<file path="src/design/pnr_pkg.sv">
// Constants, layouts and carriers of the paged register map
// What this block does
// - Four-bit offset selects sixteen locations per page chosen by two page bits
// - Page 0 offsets 1,2 read local address, write ring first/last page
// - Page 0 offsets 4-6 read tx status/collisions/loopback, write tx page/count
// - Page 0 offset 3 is boundary, offset 7 interrupt status, both ways
// - Page 0 offsets 8,9 read remote current address, A,B read zero; 8-B write remote start/count
// - Page 0 offsets C-F read rx status/tallies, write configs and mask
// - Page 1 holds station bytes, write page and hash bytes, all read/write
// - Page 2 reads ring pages, tx page, configs; writes local address
// - Page 2 offsets 3,5,6,7 are next pointers and counters; 8-B reserved
// - Sixteen-bit registers appear as two separately addressed byte halves
// - Page pointers hold only address bits 15 to 8
// - Transmit start loads local address high from tx page, low cleared
// - Ring first, last, write page and boundary supervise the receive ring
// - Next page equal to boundary aborts local DMA and sets status bit
// - Write page loads with ring first page; host also writes it at page 1 offset 7
package pnr_pkg;

  // ==========================================================
  // Pages, command register fields and interrupt status bit
  localparam logic [1:0] PAGE_0 = 2'h0;
  localparam logic [1:0] PAGE_1 = 2'h1;
  localparam logic [1:0] PAGE_2 = 2'h2;
  localparam int PAGE_SELECT_HI_POS = 7;
  localparam int PAGE_SELECT_LO_POS = 6;
  localparam int RING_OVERFLOW_POS = 4;

  // ==========================================================
  // Offsets
  localparam logic [3:0] OFF_COMMAND = 4'h0;
  localparam logic [3:0] OFF_PAGE_LO = 4'h1;
  localparam logic [3:0] OFF_PAGE_HI = 4'h2;
  localparam logic [3:0] OFF_BOUNDARY = 4'h3;
  localparam logic [3:0] OFF_TX_PAGE = 4'h4;
  localparam logic [3:0] OFF_TX_COUNT_LO = 4'h5;
  localparam logic [3:0] OFF_TX_COUNT_HI = 4'h6;
  localparam logic [3:0] OFF_INT_STATUS = 4'h7;
  localparam logic [3:0] OFF_REMOTE_LO = 4'h8;
  localparam logic [3:0] OFF_REMOTE_HI = 4'h9;
  localparam logic [3:0] OFF_REM_COUNT_LO = 4'hA;
  localparam logic [3:0] OFF_REM_COUNT_HI = 4'hB;
  localparam logic [3:0] OFF_RX_CFG = 4'hC;
  localparam logic [3:0] OFF_TX_CFG = 4'hD;
  localparam logic [3:0] OFF_DATA_CFG = 4'hE;
  localparam logic [3:0] OFF_INT_MASK = 4'hF;
  localparam logic [3:0] OFF_STATION_BASE = 4'h1;
  localparam logic [3:0] OFF_WRITE_PAGE = 4'h7;
  localparam logic [3:0] OFF_HASH_BASE = 4'h8;
  localparam logic [3:0] OFF_REMOTE_NEXT = 4'h3;
  localparam logic [3:0] OFF_LOCAL_NEXT = 4'h5;
  localparam logic [3:0] OFF_CNT_UPPER = 4'h6;
  localparam logic [3:0] OFF_CNT_LOWER = 4'h7;

  // ==========================================================
  // Reset values and counts
  localparam logic [7:0] RESET_BYTE = 8'h00;
  localparam logic [7:0] TX_LOW_ADDR = 8'h00;
  localparam int STATION_BYTES = 6;
  localparam int HASH_BYTES = 8;
  localparam int SYNC_STAGES = 2;

  // ==========================================================
  // Carriers
  typedef struct packed {
    logic [7:0] tx_status;
    logic [7:0] collision_count;
    logic [7:0] loopback_byte;
    logic [7:0] receive_status;
    logic [7:0] frame_align_err_tally;
    logic [7:0] checksum_err_tally;
    logic [7:0] missed_packet_tally;
    logic [15:0] remote_current_addr;
  } pnr_core_stat_t;

  typedef struct packed {
    logic [7:0] command_reg;
    logic [7:0] rx_ring_first_page;
    logic [7:0] rx_ring_last_page;
    logic [7:0] rx_boundary_pointer;
    logic [7:0] rx_write_page;
    logic [7:0] tx_page_start;
    logic [15:0] tx_byte_count;
    logic [15:0] remote_start_addr;
    logic [15:0] remote_byte_count;
    logic [15:0] local_current_addr;
    logic [7:0] receive_config;
    logic [7:0] transmit_config;
    logic [7:0] data_config;
    logic [7:0] interrupt_mask;
    logic [7:0] interrupt_status;
    logic [47:0] station_addr;
    logic [63:0] multicast_hash;
    logic [7:0] remote_next_packet_ptr;
    logic [7:0] local_next_packet_ptr;
    logic [7:0] addr_counter_upper;
    logic [7:0] addr_counter_lower;
  } pnr_cfg_t;

endpackage

</file>
<file path="src/design/pnr_regmap.sv">
// Paged host register map of the network controller
`timescale 1ns/100ps
`default_nettype none
module pnr_regmap (
  // Clock and reset
  input wire logic sys_clk_i,
  input wire logic reset_n_i,
  // Host pins
  input wire logic host_rd_n_i,
  input wire logic host_wr_n_i,
  input wire logic [3:0] register_offset_i,
  input wire logic [7:0] host_data_i,
  output logic [7:0] host_data_o,
  output logic host_data_oe_o,
  // Core status and events
  input wire pnr_pkg::pnr_core_stat_t core_stat_i,
  input wire logic [7:0] int_event_i,
  input wire logic tx_start_i,
  input wire logic local_addr_ld_i,
  input wire logic [15:0] local_addr_i,
  input wire logic page_adv_i,
  // Core controls
  output pnr_pkg::pnr_cfg_t cfg_o,
  output logic local_dma_abort_o,
  output logic loopback_pop_o
);

  // ==========================================================
  // Host pin capture
  localparam int PIN_W = 14;
  logic [PIN_W-1:0] pins_raw;
  logic [PIN_W-1:0] pins_sync;
  logic s_rd_n;
  logic s_wr_n;
  logic [3:0] s_off;
  logic [7:0] s_data;
  logic rd_n_prev_ff;
  logic wr_n_prev_ff;
  logic rd_start;
  logic wr_start;

  assign pins_raw = {host_rd_n_i, host_wr_n_i, register_offset_i,
                     host_data_i};

  pnr_sync #(
    .WIDTH(PIN_W)
  ) u_pin_sync (
    .sys_clk_i(sys_clk_i),
    .reset_n_i(reset_n_i),
    .async_i(pins_raw),
    .reset_val_i({2'h3, 12'h000}),
    .sync_o(pins_sync)
  );

  assign s_rd_n = pins_sync[13];
  assign s_wr_n = pins_sync[12];
  assign s_off = pins_sync[11:8];
  assign s_data = pins_sync[7:0];

  always_ff @(posedge sys_clk_i)
  begin
    if (!reset_n_i)
    begin
      rd_n_prev_ff <= 1'b1;
      wr_n_prev_ff <= 1'b1;
    end
    else
    begin
      rd_n_prev_ff <= s_rd_n;
      wr_n_prev_ff <= s_wr_n;
    end
  end

  // One access per strobe: acted on at the falling edge only
  assign rd_start = rd_n_prev_ff && !s_rd_n;
  assign wr_start = wr_n_prev_ff && !s_wr_n;

  // ==========================================================
  // Page decode
  logic [7:0] command_ff;
  logic [1:0] page;

  assign page = {command_ff[pnr_pkg::PAGE_SELECT_HI_POS],
                 command_ff[pnr_pkg::PAGE_SELECT_LO_POS]};

  // Page 3 never matches, so its writes fall away except to the command register
  function automatic logic hit(input logic [1:0] pg,
                               input logic [3:0] off);
    hit = (page == pg) && (s_off == off);
  endfunction

  function automatic logic wr_at(input logic [1:0] pg,
                                 input logic [3:0] off);
    wr_at = wr_start && hit(pg, off);
  endfunction

  // ==========================================================
  // Command register, reachable from every page
  always_ff @(posedge sys_clk_i)
  begin
    if (!reset_n_i)
      command_ff <= pnr_pkg::RESET_BYTE;
    else if (wr_start && s_off == pnr_pkg::OFF_COMMAND)
      command_ff <= s_data;
  end

  // ==========================================================
  // Receive ring pointers
  logic [7:0] ring_first_ff;
  logic [7:0] ring_last_ff;
  logic [7:0] boundary_ff;
  logic [7:0] write_page_ff;
  logic [7:0] next_page;
  logic ring_full;

  always_ff @(posedge sys_clk_i)
  begin
    if (!reset_n_i)
    begin
      ring_first_ff <= pnr_pkg::RESET_BYTE;
      ring_last_ff <= pnr_pkg::RESET_BYTE;
      boundary_ff <= pnr_pkg::RESET_BYTE;
    end
    else
    begin
      if (wr_at(pnr_pkg::PAGE_0, pnr_pkg::OFF_PAGE_LO))
        ring_first_ff <= s_data;
      if (wr_at(pnr_pkg::PAGE_0, pnr_pkg::OFF_PAGE_HI))
        ring_last_ff <= s_data;
      if (wr_at(pnr_pkg::PAGE_0, pnr_pkg::OFF_BOUNDARY))
        boundary_ff <= s_data;
    end
  end

  // Wraps back to the first page when the incremented page equals the last page
  assign next_page = (write_page_ff + 8'h01 == ring_last_ff) ?
                     ring_first_ff : write_page_ff + 8'h01;
  assign ring_full = page_adv_i && (next_page == boundary_ff);

  always_ff @(posedge sys_clk_i)
  begin
    if (!reset_n_i)
      write_page_ff <= pnr_pkg::RESET_BYTE;
    else if (wr_at(pnr_pkg::PAGE_1, pnr_pkg::OFF_WRITE_PAGE))
      write_page_ff <= s_data;
    else if (wr_at(pnr_pkg::PAGE_0, pnr_pkg::OFF_PAGE_LO))
      write_page_ff <= s_data;
    else if (page_adv_i && !ring_full)
      write_page_ff <= next_page;
  end

  always_ff @(posedge sys_clk_i)
  begin
    if (!reset_n_i)
      local_dma_abort_o <= 1'b0;
    else
      local_dma_abort_o <= ring_full;
  end

  // ==========================================================
  // Transmit and remote DMA setup
  logic [7:0] tx_page_ff;
  logic [15:0] tx_count_ff;
  logic [15:0] rem_start_ff;
  logic [15:0] rem_count_ff;

  always_ff @(posedge sys_clk_i)
  begin
    if (!reset_n_i)
    begin
      tx_page_ff <= pnr_pkg::RESET_BYTE;
      tx_count_ff <= {pnr_pkg::RESET_BYTE, pnr_pkg::RESET_BYTE};
      rem_start_ff <= {pnr_pkg::RESET_BYTE, pnr_pkg::RESET_BYTE};
      rem_count_ff <= {pnr_pkg::RESET_BYTE, pnr_pkg::RESET_BYTE};
    end
    else
    begin
      if (wr_at(pnr_pkg::PAGE_0, pnr_pkg::OFF_TX_PAGE))
        tx_page_ff <= s_data;
      if (wr_at(pnr_pkg::PAGE_0, pnr_pkg::OFF_TX_COUNT_LO))
        tx_count_ff[7:0] <= s_data;
      if (wr_at(pnr_pkg::PAGE_0, pnr_pkg::OFF_TX_COUNT_HI))
        tx_count_ff[15:8] <= s_data;
      if (wr_at(pnr_pkg::PAGE_0, pnr_pkg::OFF_REMOTE_LO))
        rem_start_ff[7:0] <= s_data;
      if (wr_at(pnr_pkg::PAGE_0, pnr_pkg::OFF_REMOTE_HI))
        rem_start_ff[15:8] <= s_data;
      if (wr_at(pnr_pkg::PAGE_0, pnr_pkg::OFF_REM_COUNT_LO))
        rem_count_ff[7:0] <= s_data;
      if (wr_at(pnr_pkg::PAGE_0, pnr_pkg::OFF_REM_COUNT_HI))
        rem_count_ff[15:8] <= s_data;
    end
  end

  // ==========================================================
  // Local DMA address
  logic [15:0] local_addr_ff;

  // Transmit start beats a host write in the same cycle
  always_ff @(posedge sys_clk_i)
  begin
    if (!reset_n_i)
      local_addr_ff <= {pnr_pkg::RESET_BYTE, pnr_pkg::RESET_BYTE};
    else if (tx_start_i)
      local_addr_ff <= {tx_page_ff, pnr_pkg::TX_LOW_ADDR};
    else if (local_addr_ld_i)
      local_addr_ff <= local_addr_i;
    else
    begin
      if (wr_at(pnr_pkg::PAGE_2, pnr_pkg::OFF_PAGE_LO))
        local_addr_ff[7:0] <= s_data;
      if (wr_at(pnr_pkg::PAGE_2, pnr_pkg::OFF_PAGE_HI))
        local_addr_ff[15:8] <= s_data;
    end
  end

  // ==========================================================
  // Configuration, mask and interrupt status
  logic [7:0] rx_cfg_ff;
  logic [7:0] tx_cfg_ff;
  logic [7:0] data_cfg_ff;
  logic [7:0] int_mask_ff;
  logic [7:0] int_status_ff;
  logic [7:0] int_clear;
  logic [7:0] int_set;

  always_ff @(posedge sys_clk_i)
  begin
    if (!reset_n_i)
    begin
      rx_cfg_ff <= pnr_pkg::RESET_BYTE;
      tx_cfg_ff <= pnr_pkg::RESET_BYTE;
      data_cfg_ff <= pnr_pkg::RESET_BYTE;
      int_mask_ff <= pnr_pkg::RESET_BYTE;
    end
    else
    begin
      if (wr_at(pnr_pkg::PAGE_0, pnr_pkg::OFF_RX_CFG))
        rx_cfg_ff <= s_data;
      if (wr_at(pnr_pkg::PAGE_0, pnr_pkg::OFF_TX_CFG))
        tx_cfg_ff <= s_data;
      if (wr_at(pnr_pkg::PAGE_0, pnr_pkg::OFF_DATA_CFG))
        data_cfg_ff <= s_data;
      if (wr_at(pnr_pkg::PAGE_0, pnr_pkg::OFF_INT_MASK))
        int_mask_ff <= s_data;
    end
  end

  // Writing a one clears; a new event in the same cycle survives
  assign int_clear = wr_at(pnr_pkg::PAGE_0, pnr_pkg::OFF_INT_STATUS) ?
                     s_data : 8'h00;
  assign int_set = int_event_i |
                   (8'(ring_full) << pnr_pkg::RING_OVERFLOW_POS);

  always_ff @(posedge sys_clk_i)
  begin
    if (!reset_n_i)
      int_status_ff <= pnr_pkg::RESET_BYTE;
    else
      int_status_ff <= (int_status_ff & ~int_clear) | int_set;
  end

  // ==========================================================
  // Station address and multicast hash bytes
  logic [7:0] station_ff [pnr_pkg::STATION_BYTES];
  logic [7:0] hash_ff [pnr_pkg::HASH_BYTES];

  for (genvar gi = 0; gi < pnr_pkg::STATION_BYTES; gi++)
  begin : g_station
    always_ff @(posedge sys_clk_i)
    begin
      if (!reset_n_i)
        station_ff[gi] <= pnr_pkg::RESET_BYTE;
      else if (wr_at(pnr_pkg::PAGE_1,
                     pnr_pkg::OFF_STATION_BASE + 4'(gi)))
        station_ff[gi] <= s_data;
    end
    assign cfg_o.station_addr[8*gi +: 8] = station_ff[gi];
  end

  for (genvar gi = 0; gi < pnr_pkg::HASH_BYTES; gi++)
  begin : g_hash
    always_ff @(posedge sys_clk_i)
    begin
      if (!reset_n_i)
        hash_ff[gi] <= pnr_pkg::RESET_BYTE;
      else if (wr_at(pnr_pkg::PAGE_1, pnr_pkg::OFF_HASH_BASE + 4'(gi)))
        hash_ff[gi] <= s_data;
    end
    assign cfg_o.multicast_hash[8*gi +: 8] = hash_ff[gi];
  end

  // ==========================================================
  // Diagnostic pointers and address counter
  logic [7:0] rem_next_ff;
  logic [7:0] loc_next_ff;
  logic [7:0] cnt_upper_ff;
  logic [7:0] cnt_lower_ff;

  always_ff @(posedge sys_clk_i)
  begin
    if (!reset_n_i)
    begin
      rem_next_ff <= pnr_pkg::RESET_BYTE;
      loc_next_ff <= pnr_pkg::RESET_BYTE;
      cnt_upper_ff <= pnr_pkg::RESET_BYTE;
      cnt_lower_ff <= pnr_pkg::RESET_BYTE;
    end
    else
    begin
      if (wr_at(pnr_pkg::PAGE_2, pnr_pkg::OFF_REMOTE_NEXT))
        rem_next_ff <= s_data;
      if (wr_at(pnr_pkg::PAGE_2, pnr_pkg::OFF_LOCAL_NEXT))
        loc_next_ff <= s_data;
      if (wr_at(pnr_pkg::PAGE_2, pnr_pkg::OFF_CNT_UPPER))
        cnt_upper_ff <= s_data;
      if (wr_at(pnr_pkg::PAGE_2, pnr_pkg::OFF_CNT_LOWER))
        cnt_lower_ff <= s_data;
    end
  end

  // ==========================================================
  // Read multiplexer
  logic [7:0] rd_mux;

  always_comb
  begin
    rd_mux = 8'h00;
    if (s_off == pnr_pkg::OFF_COMMAND)
      rd_mux = command_ff;
    else
    begin
      case (page)
        pnr_pkg::PAGE_0:
        begin
          case (s_off)
            4'h1: rd_mux = local_addr_ff[7:0];
            4'h2: rd_mux = local_addr_ff[15:8];
            4'h3: rd_mux = boundary_ff;
            4'h4: rd_mux = core_stat_i.tx_status;
            4'h5: rd_mux = core_stat_i.collision_count;
            4'h6: rd_mux = core_stat_i.loopback_byte;
            4'h7: rd_mux = int_status_ff;
            4'h8: rd_mux = core_stat_i.remote_current_addr[7:0];
            4'h9: rd_mux = core_stat_i.remote_current_addr[15:8];
            4'hC: rd_mux = core_stat_i.receive_status;
            4'hD: rd_mux = core_stat_i.frame_align_err_tally;
            4'hE: rd_mux = core_stat_i.checksum_err_tally;
            4'hF: rd_mux = core_stat_i.missed_packet_tally;
            default: rd_mux = 8'h00;
          endcase
        end
        pnr_pkg::PAGE_1:
        begin
          if (s_off == pnr_pkg::OFF_WRITE_PAGE)
            rd_mux = write_page_ff;
          else if (s_off >= pnr_pkg::OFF_HASH_BASE)
            rd_mux = hash_ff[3'(s_off - pnr_pkg::OFF_HASH_BASE)];
          else
            rd_mux = station_ff[3'(s_off - pnr_pkg::OFF_STATION_BASE)];
        end
        pnr_pkg::PAGE_2:
        begin
          case (s_off)
            4'h1: rd_mux = ring_first_ff;
            4'h2: rd_mux = ring_last_ff;
            4'h3: rd_mux = rem_next_ff;
            4'h4: rd_mux = tx_page_ff;
            4'h5: rd_mux = loc_next_ff;
            4'h6: rd_mux = cnt_upper_ff;
            4'h7: rd_mux = cnt_lower_ff;
            4'hC: rd_mux = rx_cfg_ff;
            4'hD: rd_mux = tx_cfg_ff;
            4'hE: rd_mux = data_cfg_ff;
            4'hF: rd_mux = int_mask_ff;
            default: rd_mux = 8'h00;
          endcase
        end
        default: rd_mux = 8'h00;
      endcase
    end
  end

  // ==========================================================
  // Host data drive and loopback pointer advance
  always_ff @(posedge sys_clk_i)
  begin
    if (!reset_n_i)
    begin
      host_data_o <= 8'h00;
      host_data_oe_o <= 1'b0;
      loopback_pop_o <= 1'b0;
    end
    else
    begin
      if (rd_start)
        host_data_o <= rd_mux;
      host_data_oe_o <= !s_rd_n;
      // Only this read location advances anything
      loopback_pop_o <= rd_start &&
                        hit(pnr_pkg::PAGE_0, pnr_pkg::OFF_TX_COUNT_HI);
    end
  end

  // ==========================================================
  // Register outputs to the core
  assign cfg_o.command_reg = command_ff;
  assign cfg_o.rx_ring_first_page = ring_first_ff;
  assign cfg_o.rx_ring_last_page = ring_last_ff;
  assign cfg_o.rx_boundary_pointer = boundary_ff;
  assign cfg_o.rx_write_page = write_page_ff;
  assign cfg_o.tx_page_start = tx_page_ff;
  assign cfg_o.tx_byte_count = tx_count_ff;
  assign cfg_o.remote_start_addr = rem_start_ff;
  assign cfg_o.remote_byte_count = rem_count_ff;
  assign cfg_o.local_current_addr = local_addr_ff;
  assign cfg_o.receive_config = rx_cfg_ff;
  assign cfg_o.transmit_config = tx_cfg_ff;
  assign cfg_o.data_config = data_cfg_ff;
  assign cfg_o.interrupt_mask = int_mask_ff;
  assign cfg_o.interrupt_status = int_status_ff;
  assign cfg_o.remote_next_packet_ptr = rem_next_ff;
  assign cfg_o.local_next_packet_ptr = loc_next_ff;
  assign cfg_o.addr_counter_upper = cnt_upper_ff;
  assign cfg_o.addr_counter_lower = cnt_lower_ff;

endmodule
`default_nettype wire

</file>
<file path="src/design/pnr_sync.sv">
// Two-stage synchroniser for host pins
`timescale 1ns/100ps
`default_nettype none
module pnr_sync #(
  parameter int WIDTH = 1
) (
  // Clock and reset
  input wire logic sys_clk_i,
  input wire logic reset_n_i,
  // Data
  input wire logic [WIDTH-1:0] async_i,
  input wire logic [WIDTH-1:0] reset_val_i,
  output logic [WIDTH-1:0] sync_o
);

  logic [WIDTH-1:0] meta_ff;
  logic [WIDTH-1:0] sync_ff;

  // Reset is synchronous, so taking a port value here is legal
  always_ff @(posedge sys_clk_i)
  begin
    if (!reset_n_i)
    begin
      meta_ff <= reset_val_i;
      sync_ff <= reset_val_i;
    end
    else
    begin
      meta_ff <= async_i;
      sync_ff <= meta_ff;
    end
  end

  assign sync_o = sync_ff;

endmodule
`default_nettype wire

</file>
<file path="config.mk">
export PLATFORM = sky130hd
export DESIGN_NAME = pnr_regmap
export DESIGN_NICKNAME = d
export VERILOG_FILES = /design/src/design/pnr_pkg.sv /design/src/design/pnr_regmap.sv /design/src/design/pnr_sync.sv
export SDC_FILE = /design/constraint.sdc
export NUM_CORES = 1
export LEC_CHECK = 0
export BUFFER_PORTS_ARGS = -buffer_cell sky130_fd_sc_hd__buf_2
export CELL_PAD_IN_SITES_DETAIL_PLACEMENT = 1
export CELL_PAD_IN_SITES_GLOBAL_PLACEMENT = 2
export CORE_ASPECT_RATIO = 2
export CORE_UTILIZATION = 28
export CTS_CLUSTER_DIAMETER = 50
export DETAILED_ROUTE_END_ITERATION = 7
export PLACE_DENSITY_LB_ADDON = 0.15
export SYNTH_ARGS = -nofsm -noshare
export SYNTH_HDL_FRONTEND = slang
export SYNTH_SLANG_ARGS = --single-unit
</file>
<file path="constraint.sdc">
create_clock -name sys_clk_i -period 3.4 [get_ports sys_clk_i]
set_clock_uncertainty 0.05 [all_clocks]
set_input_delay 0.17 -clock sys_clk_i [delete_from_list [all_inputs] [get_ports sys_clk_i]]
set_output_delay 0.17 -clock sys_clk_i [all_outputs]
set_load 0.02 [all_outputs]
</file>
==> impl_metrics.toml, run 1 <==
[outcome]
status = "completed"

[routing]
dr_total_vias = 15588
drcViolationCount = 0
detail-route-antenna-nets = 0
first_pass_iters = 6
drtIter0Drc = 1169
wl_per_cell_microns = 29.5
wl_microns = 86000
via_per_inst = 5.35

[timing]
setup_viol = 0
post-route-period-util_pct = 96.7
fmaxAchievable_mhz = 304
finalHoldViolCount = 0
drv_slew = 0
relSlewSlack_pct = 20.1
tightest_slew_ns = 1.20
hold_ws_ns = 0.0218
grt_setup_unrepaired = "false"
finalSetupTns_ns = 0
fin_crit_ns = 3.29

[clocking]
cts_root_buf = "clkbuf_16"
cts_tree = "yes"
h-tree-depth = 2
cts_sinks = 337
numCtsBuffers = 37
clock_latency_ns = 0.55
clk_path_buf_depth = 3
cts.clk_slew.worst_paths_ns = 0.07

[critical_path]
crit_top_cell = "buf_4"
critPathRequiredTime_ns = 3.73
slowest_stage = "a221oi_1"
crit_type = "reg -> reg"
crit_chain = "inv_1, ha_1, buf_4, and2_1, buf_4, a22o_1, a221oi_1, buf_4, a31oi_1, nor2_1, o21ai_0, a22oi_1, a211oi_1"
worstPathMaxFanout = 7
worstSetupEndpointType = "register"
cpPeakStageDelay_ns = 0.47
critPathLaunchType = "register"
cp.arrival_ns = 3.61

[cells_and_area]
syn2layout_area_growth_pct = 33.7
nNetsFinal = 2271
fin_util_pct = 38.0
final_cell_area_sq_um = 20800
finalNonFillerCells = 2915
drive_gt1_share_pct = 31.4

[placement]
hpwl_microns = 66200
portBuffers = 421
gp_congestion = 0.917
numPlacedInstances = 2812
placed_cell_area_sq_um = 19100

[floorplanning]
placementRows = 121
start_util_pct = 28.4
io_pins = 422
die_width_microns = 169
die_area_sq_um = 56500
fp.coreArea_sq_um = 54700
die_h_microns = 335

[global_routing]
antenna_found_initial = 2
grtUsageTotal_pct = 30.1
grt_pass1_vias = 16183
grt.overflow.total = 0
grt_max_degree = 113
grt_pass1_wl_microns = 120000

[synth]
synth_flop_cell = "dfxtp_1"
synth_cell_types = 65
yosys.area.top_type = "dfxtp_1"
synthArstFlopShare_pct = 0
seq_area_frac_synth_pct = 50.6
syn_area_sq_um = 15500
postSynthCellCount = 1677
syn_nets = 1798
synth_commonest_cells = "nand2_1 (311), dfxtp_1 (225), a21oi_1 (203), clkbuf_1 (142), edfxtp_1 (112)"
ys_top_cells_by_area = "dfxtp_1 (29%), edfxtp_1 (22%), nand2_1 (7.5%)"
synth_top_area_share_pct = 29.0
yosysMostFrequentCell = "nand2_1"
synth_edf_count = 112
avgSynthCellArea_sq_um = 9.27
ys_seq_elements = 337
yosys_warnings = 0

[pwr]
p_leak_uw = 0.00871
ir_drop_uv = 239
p_per_area_nw_per_um2 = 480

[run]
drv_cap = 0

[min_path]
worstHoldPathType = "in -> reg"
-- sequential cells by signal, summed over array words and instances, names as in the netlist, 14 cells and up --
signal and cells:
hash_ff 64, local_addr_ff 16, rem_count_ff 16, rem_start_ff 16, station_ff 48, tx_count_ff 16, u_pin_sync.meta_ff 14, u_pin_sync.sync_o 14
-- kinds of logic after synthesis --
kind of cell / share of synthesized area [%]
adders and majority gates: 0.483
xor gates and xnor gates: 1.79
and+or+nand+nor: 20.8
buffers and inverters: 4.11
DFF: 50.6
muxes: 6.78
AOI/OAI and AO/OA: 15.5
-- report_power, final --
group / total, uW / internal (uW) / switching, uW / leakage (uW)
sequential: 4390 / 4250 / 134 / 0.00299
combinational: 1390 / 566 / 829 / 0.00511
clock: 4200 / 2360 / 1840 / 0.000610
total: 9980 / 7180 / 2800 / 0.00871
-- stage by stage --
stage / worst slack, ns / total power [uW]
6_report: 0.114 / 9980
2_1_floorplan: 0.0448 / 5130
3_3_place_gp: 0.0600 / 5750
4_1_cts: 0.00871 / 10000
5_1_grt: 0.00287 / 10300
3_5_place_dp: -0.0663 / 5770
-- final timing paths --
kind | from | to | slack, ns | cells past startpoint
min | reset_n_i | wr_n_prev_ff | 0.02 | 2
max | u_pin_sync.sync_o[8] | host_data_o[3] | 0.11 | 13
min reg2reg | u_pin_sync.meta_ff[13] | u_pin_sync.sync_o[13] | 0.36 | 1
max reg2reg | u_pin_sync.sync_o[8] | host_data_o[3] | 0.11 | 13
-- layout by cell type (no fill, tap or decap), types with 22 or more instances in the layout --
| cell type | n |
|---|---|
| a21oi_1 | 203 |
| a221oi_1 | 27 |
| a22o_1 | 25 |
| a22oi_1 | 25 |
| a31oi_1 | 22 |
| and2_1 | 46 |
| and3_1 | 105 |
| buf_2 | 421 |
| buf_4 | 128 |
| clkbuf_16 | 40 |
| dfxtp_1 | 212 |
| dlygate4sd3_1 | 31 |
| edfxtp_1 | 112 |
| mux2i_1 | 49 |
| mux4_2 | 24 |
| nand2_1 | 311 |
| nand3_1 | 63 |
| nor2_1 | 108 |
| o21ai_0 | 22 |
-- layer usage --
layer	track usage (%)	share of wire (%)	vias up	routed length (microns)
li1	-	-	6930	-
met1	32.7	37	7894	31600
met2	57.3	53	622	45900
met3	3.96	5.1	142	4390
met4	13.3	4.8	0	4090
met5	0	0	-	0
-- repair_timing --
| action | in CTS | in global routing |
|---|---|---|
| pin swaps | 2 | 4 |
| resized for setup | 9 | 4 |
| setup endpoints to repair | 8 | 8 |
| hold buffers | 31 | 0 |
| buffers inserted | 0 | 6 |
| endpoints found under the hold margin | 31 | 0 |
-- final cells by class --
type,count,area (sq um)
multi-input combinational,1175,7140
sequential,337,7890
clock buffer,45,1040
tap,738,923
clock inverter,20,185
antenna,1,2.50
inverter,9,38.8
fill,6358,33900
timing repair buffer,590,3580
-- worst max-delay path, delay by kind of cell, from the launching register on --
kind | cells | cell delay [ns]
DFF | 1 | 0.39
adders and majority gates | 1 | 0.24
and+or+nand+nor | 2 | 0.33
buffers and inverters | 4 | 0.67
AOI/OAI and AO/OA | 6 | 1.41
No activity file was read; power rests on OpenSTA's default activity.
==> run 2: changes to the inputs <==
MAX_ROUTING_LAYER = met4   (was unset)
==> impl_metrics.toml, run 2 (synthesis results as in run 1) <==
[min_path]
hold_path_startpoint = "reset_n_i"
whs_path_depth = 2
holdPathEnd = "u_pin_sync.sync_o[12]"
worstHoldPathType = "in -> reg"

[clocking]
clock_latency_ns = 0.55
clk_path_buf_depth = 3
h-tree-depth = 2
numCtsBuffers = 40
cts_sinks = 337
cts_tree = "yes"
cts_root_buf = "clkbuf_16"
cts.clk_slew.worst_paths_ns = 0.06

[cells_and_area]
finalNonFillerCells = 2909
top_regs = "hash_ff: 64 flops, station_ff: 48 flops"
largest_reg_flops = 64
drive_gt1_share_pct = 31.2
final_common_cell = "buf_2"
fin_util_pct = 38.2
largest-register = "hash_ff"
nNetsFinal = 2263
final_cell_mix = "buf_2 (421), nand2_1 (311), dfxtp_1 (210)"
syn2layout_area_growth_pct = 34.4

[run]
drv_cap = 0

[critical_path]
r2r-end = "write_page_ff[0]"
crit-reg2reg-launch = "write_page_ff[1]"
cp.arrival_ns = 3.60
crit_type = "reg -> reg"
r2r_cells = 11
critPathLaunchType = "register"
worstSetupEndpointType = "register"
worstPathMaxFanout = 8
r2r_slack_ns = 0.18
critPathRequiredTime_ns = 3.78

[pwr]
p_per_area_nw_per_um2 = 499
fin_total_pwr_uw = 10400
ir_drop_uv = 316
p_leak_uw = 0.00872

[global_routing]
grt_max_degree = 105
grt_pass1_wl_microns = 119000
grt.overflow.total = 0
grt_pass1_vias = 15961
antenna_found_initial = 2
grtUsageTotal_pct = 30.8

[floorplanning]
die_width_microns = 169
die_area_sq_um = 56500
placementRows = 121
start_util_pct = 28.4
io_pins = 422
die_h_microns = 335
fp.coreArea_sq_um = 54700

[routing]
drtIter0Drc = 1149
wl_per_cell_microns = 29.2
detail-route-antenna-nets = 0
first_pass_iters = 7
dr_total_vias = 15516
wl_microns = 85000
drcViolationCount = 0
via_per_inst = 5.33

[outcome]
status = "completed"

[timing]
fin_ws_ns = 0.180
relSlewSlack_pct = 19.1
fmaxAchievable_mhz = 311
tightest_slew_ns = 1.21
finalHoldViolCount = 0
fin_crit_ns = 3.22
grt_setup_unrepaired = "false"
setup_viol = 0
post-route-period-util_pct = 94.7
drv_slew = 0

[placement]
hpwl_microns = 65100
portBuffers = 421
gp_congestion = 0.941
numPlacedInstances = 2805
dp_worst_setup_slack_ns = -0.0687
run 2: cell types whose count changed in the layout (fill, tap and decap cells not counted), moves of 3 or more:
cell and change:
buf_4 -13, clkinv_2 -6, bufinv_16 +5, clkinvlp_4 +3
run 2: stage by stage:
step	hold WS, ns	area, sq um	TNS (ns)
global placement	0.318	19100	-0.00581
finish	0.0423	20900	0
detailed placement	0.322	19100	-0.203
global route	0.0337	20900	0
CTS	0.0287	20900	0
floorplan	0.221	15500	0
run 2: timing repair:
action | CTS | global route
buffers inserted | 1 | 1
endpoints found under the hold margin | 31 | 0
pin swaps | 4 | 1
gates resized for setup | 8 | 5
setup endpoints to repair | 3 | 10
hold buffers | 31 | 0
run 2: worst max-delay path by stage:
stage / startpoint / endpoint / depth (start not counted)
after floorplan: write_page_ff[0] / write_page_ff[7] / 11
after global placement: write_page_ff[1] / write_page_ff[6] / 10
after detailed placement: write_page_ff[1] / write_page_ff[0] / 10
after CTS: write_page_ff[1] / write_page_ff[0] / 10
after global routing: write_page_ff[5] / write_page_ff[2] / 10
final: write_page_ff[1] / write_page_ff[0] / 11
run 2: per-layer routing:
| layer | part of all wire, % | vias up | GRT usage [%] |
|---|---|---|---|
| li1 | - | 6924 | - |
| met1 | 37 | 7813 | 32.6 |
| met2 | 52 | 629 | 55.8 |
| met3 | 5.5 | 150 | 4.59 |
| met4 | 5.0 | 0 | 14.2 |
| met5 | 0 | - | - |
run 2: cell type report:
cell class,count,area (sq um)
multi-input combinational,1175,7120
antenna,3,7.51
clock inverter,22,335
clock buffer,46,1060
tap,738,923
timing repair buffer,579,3520
sequential,337,7890
inverter,9,38.8
fill,6382,33800
run 2: critical path, cell delays in order, from the launching register on:
cell and delay, ns:
dfxtp_4 0.39, ha_4 0.30, xnor2_1 0.11, nand3_1 0.14, or3_4 0.43, a2111oi_4 0.34
nor3_1 0.10, or4_4 0.57, o41ai_4 0.21, buf_4 0.18, mux2i_1 0.18, o22ai_1 0.09
run 2: where the power goes:
part | leakage, uW | switching (uW) | internal [uW]
sequential | 0.00299 | 131 | 4260
combinational | 0.00506 | 807 | 543
clock | 0.000674 | 1880 | 2810
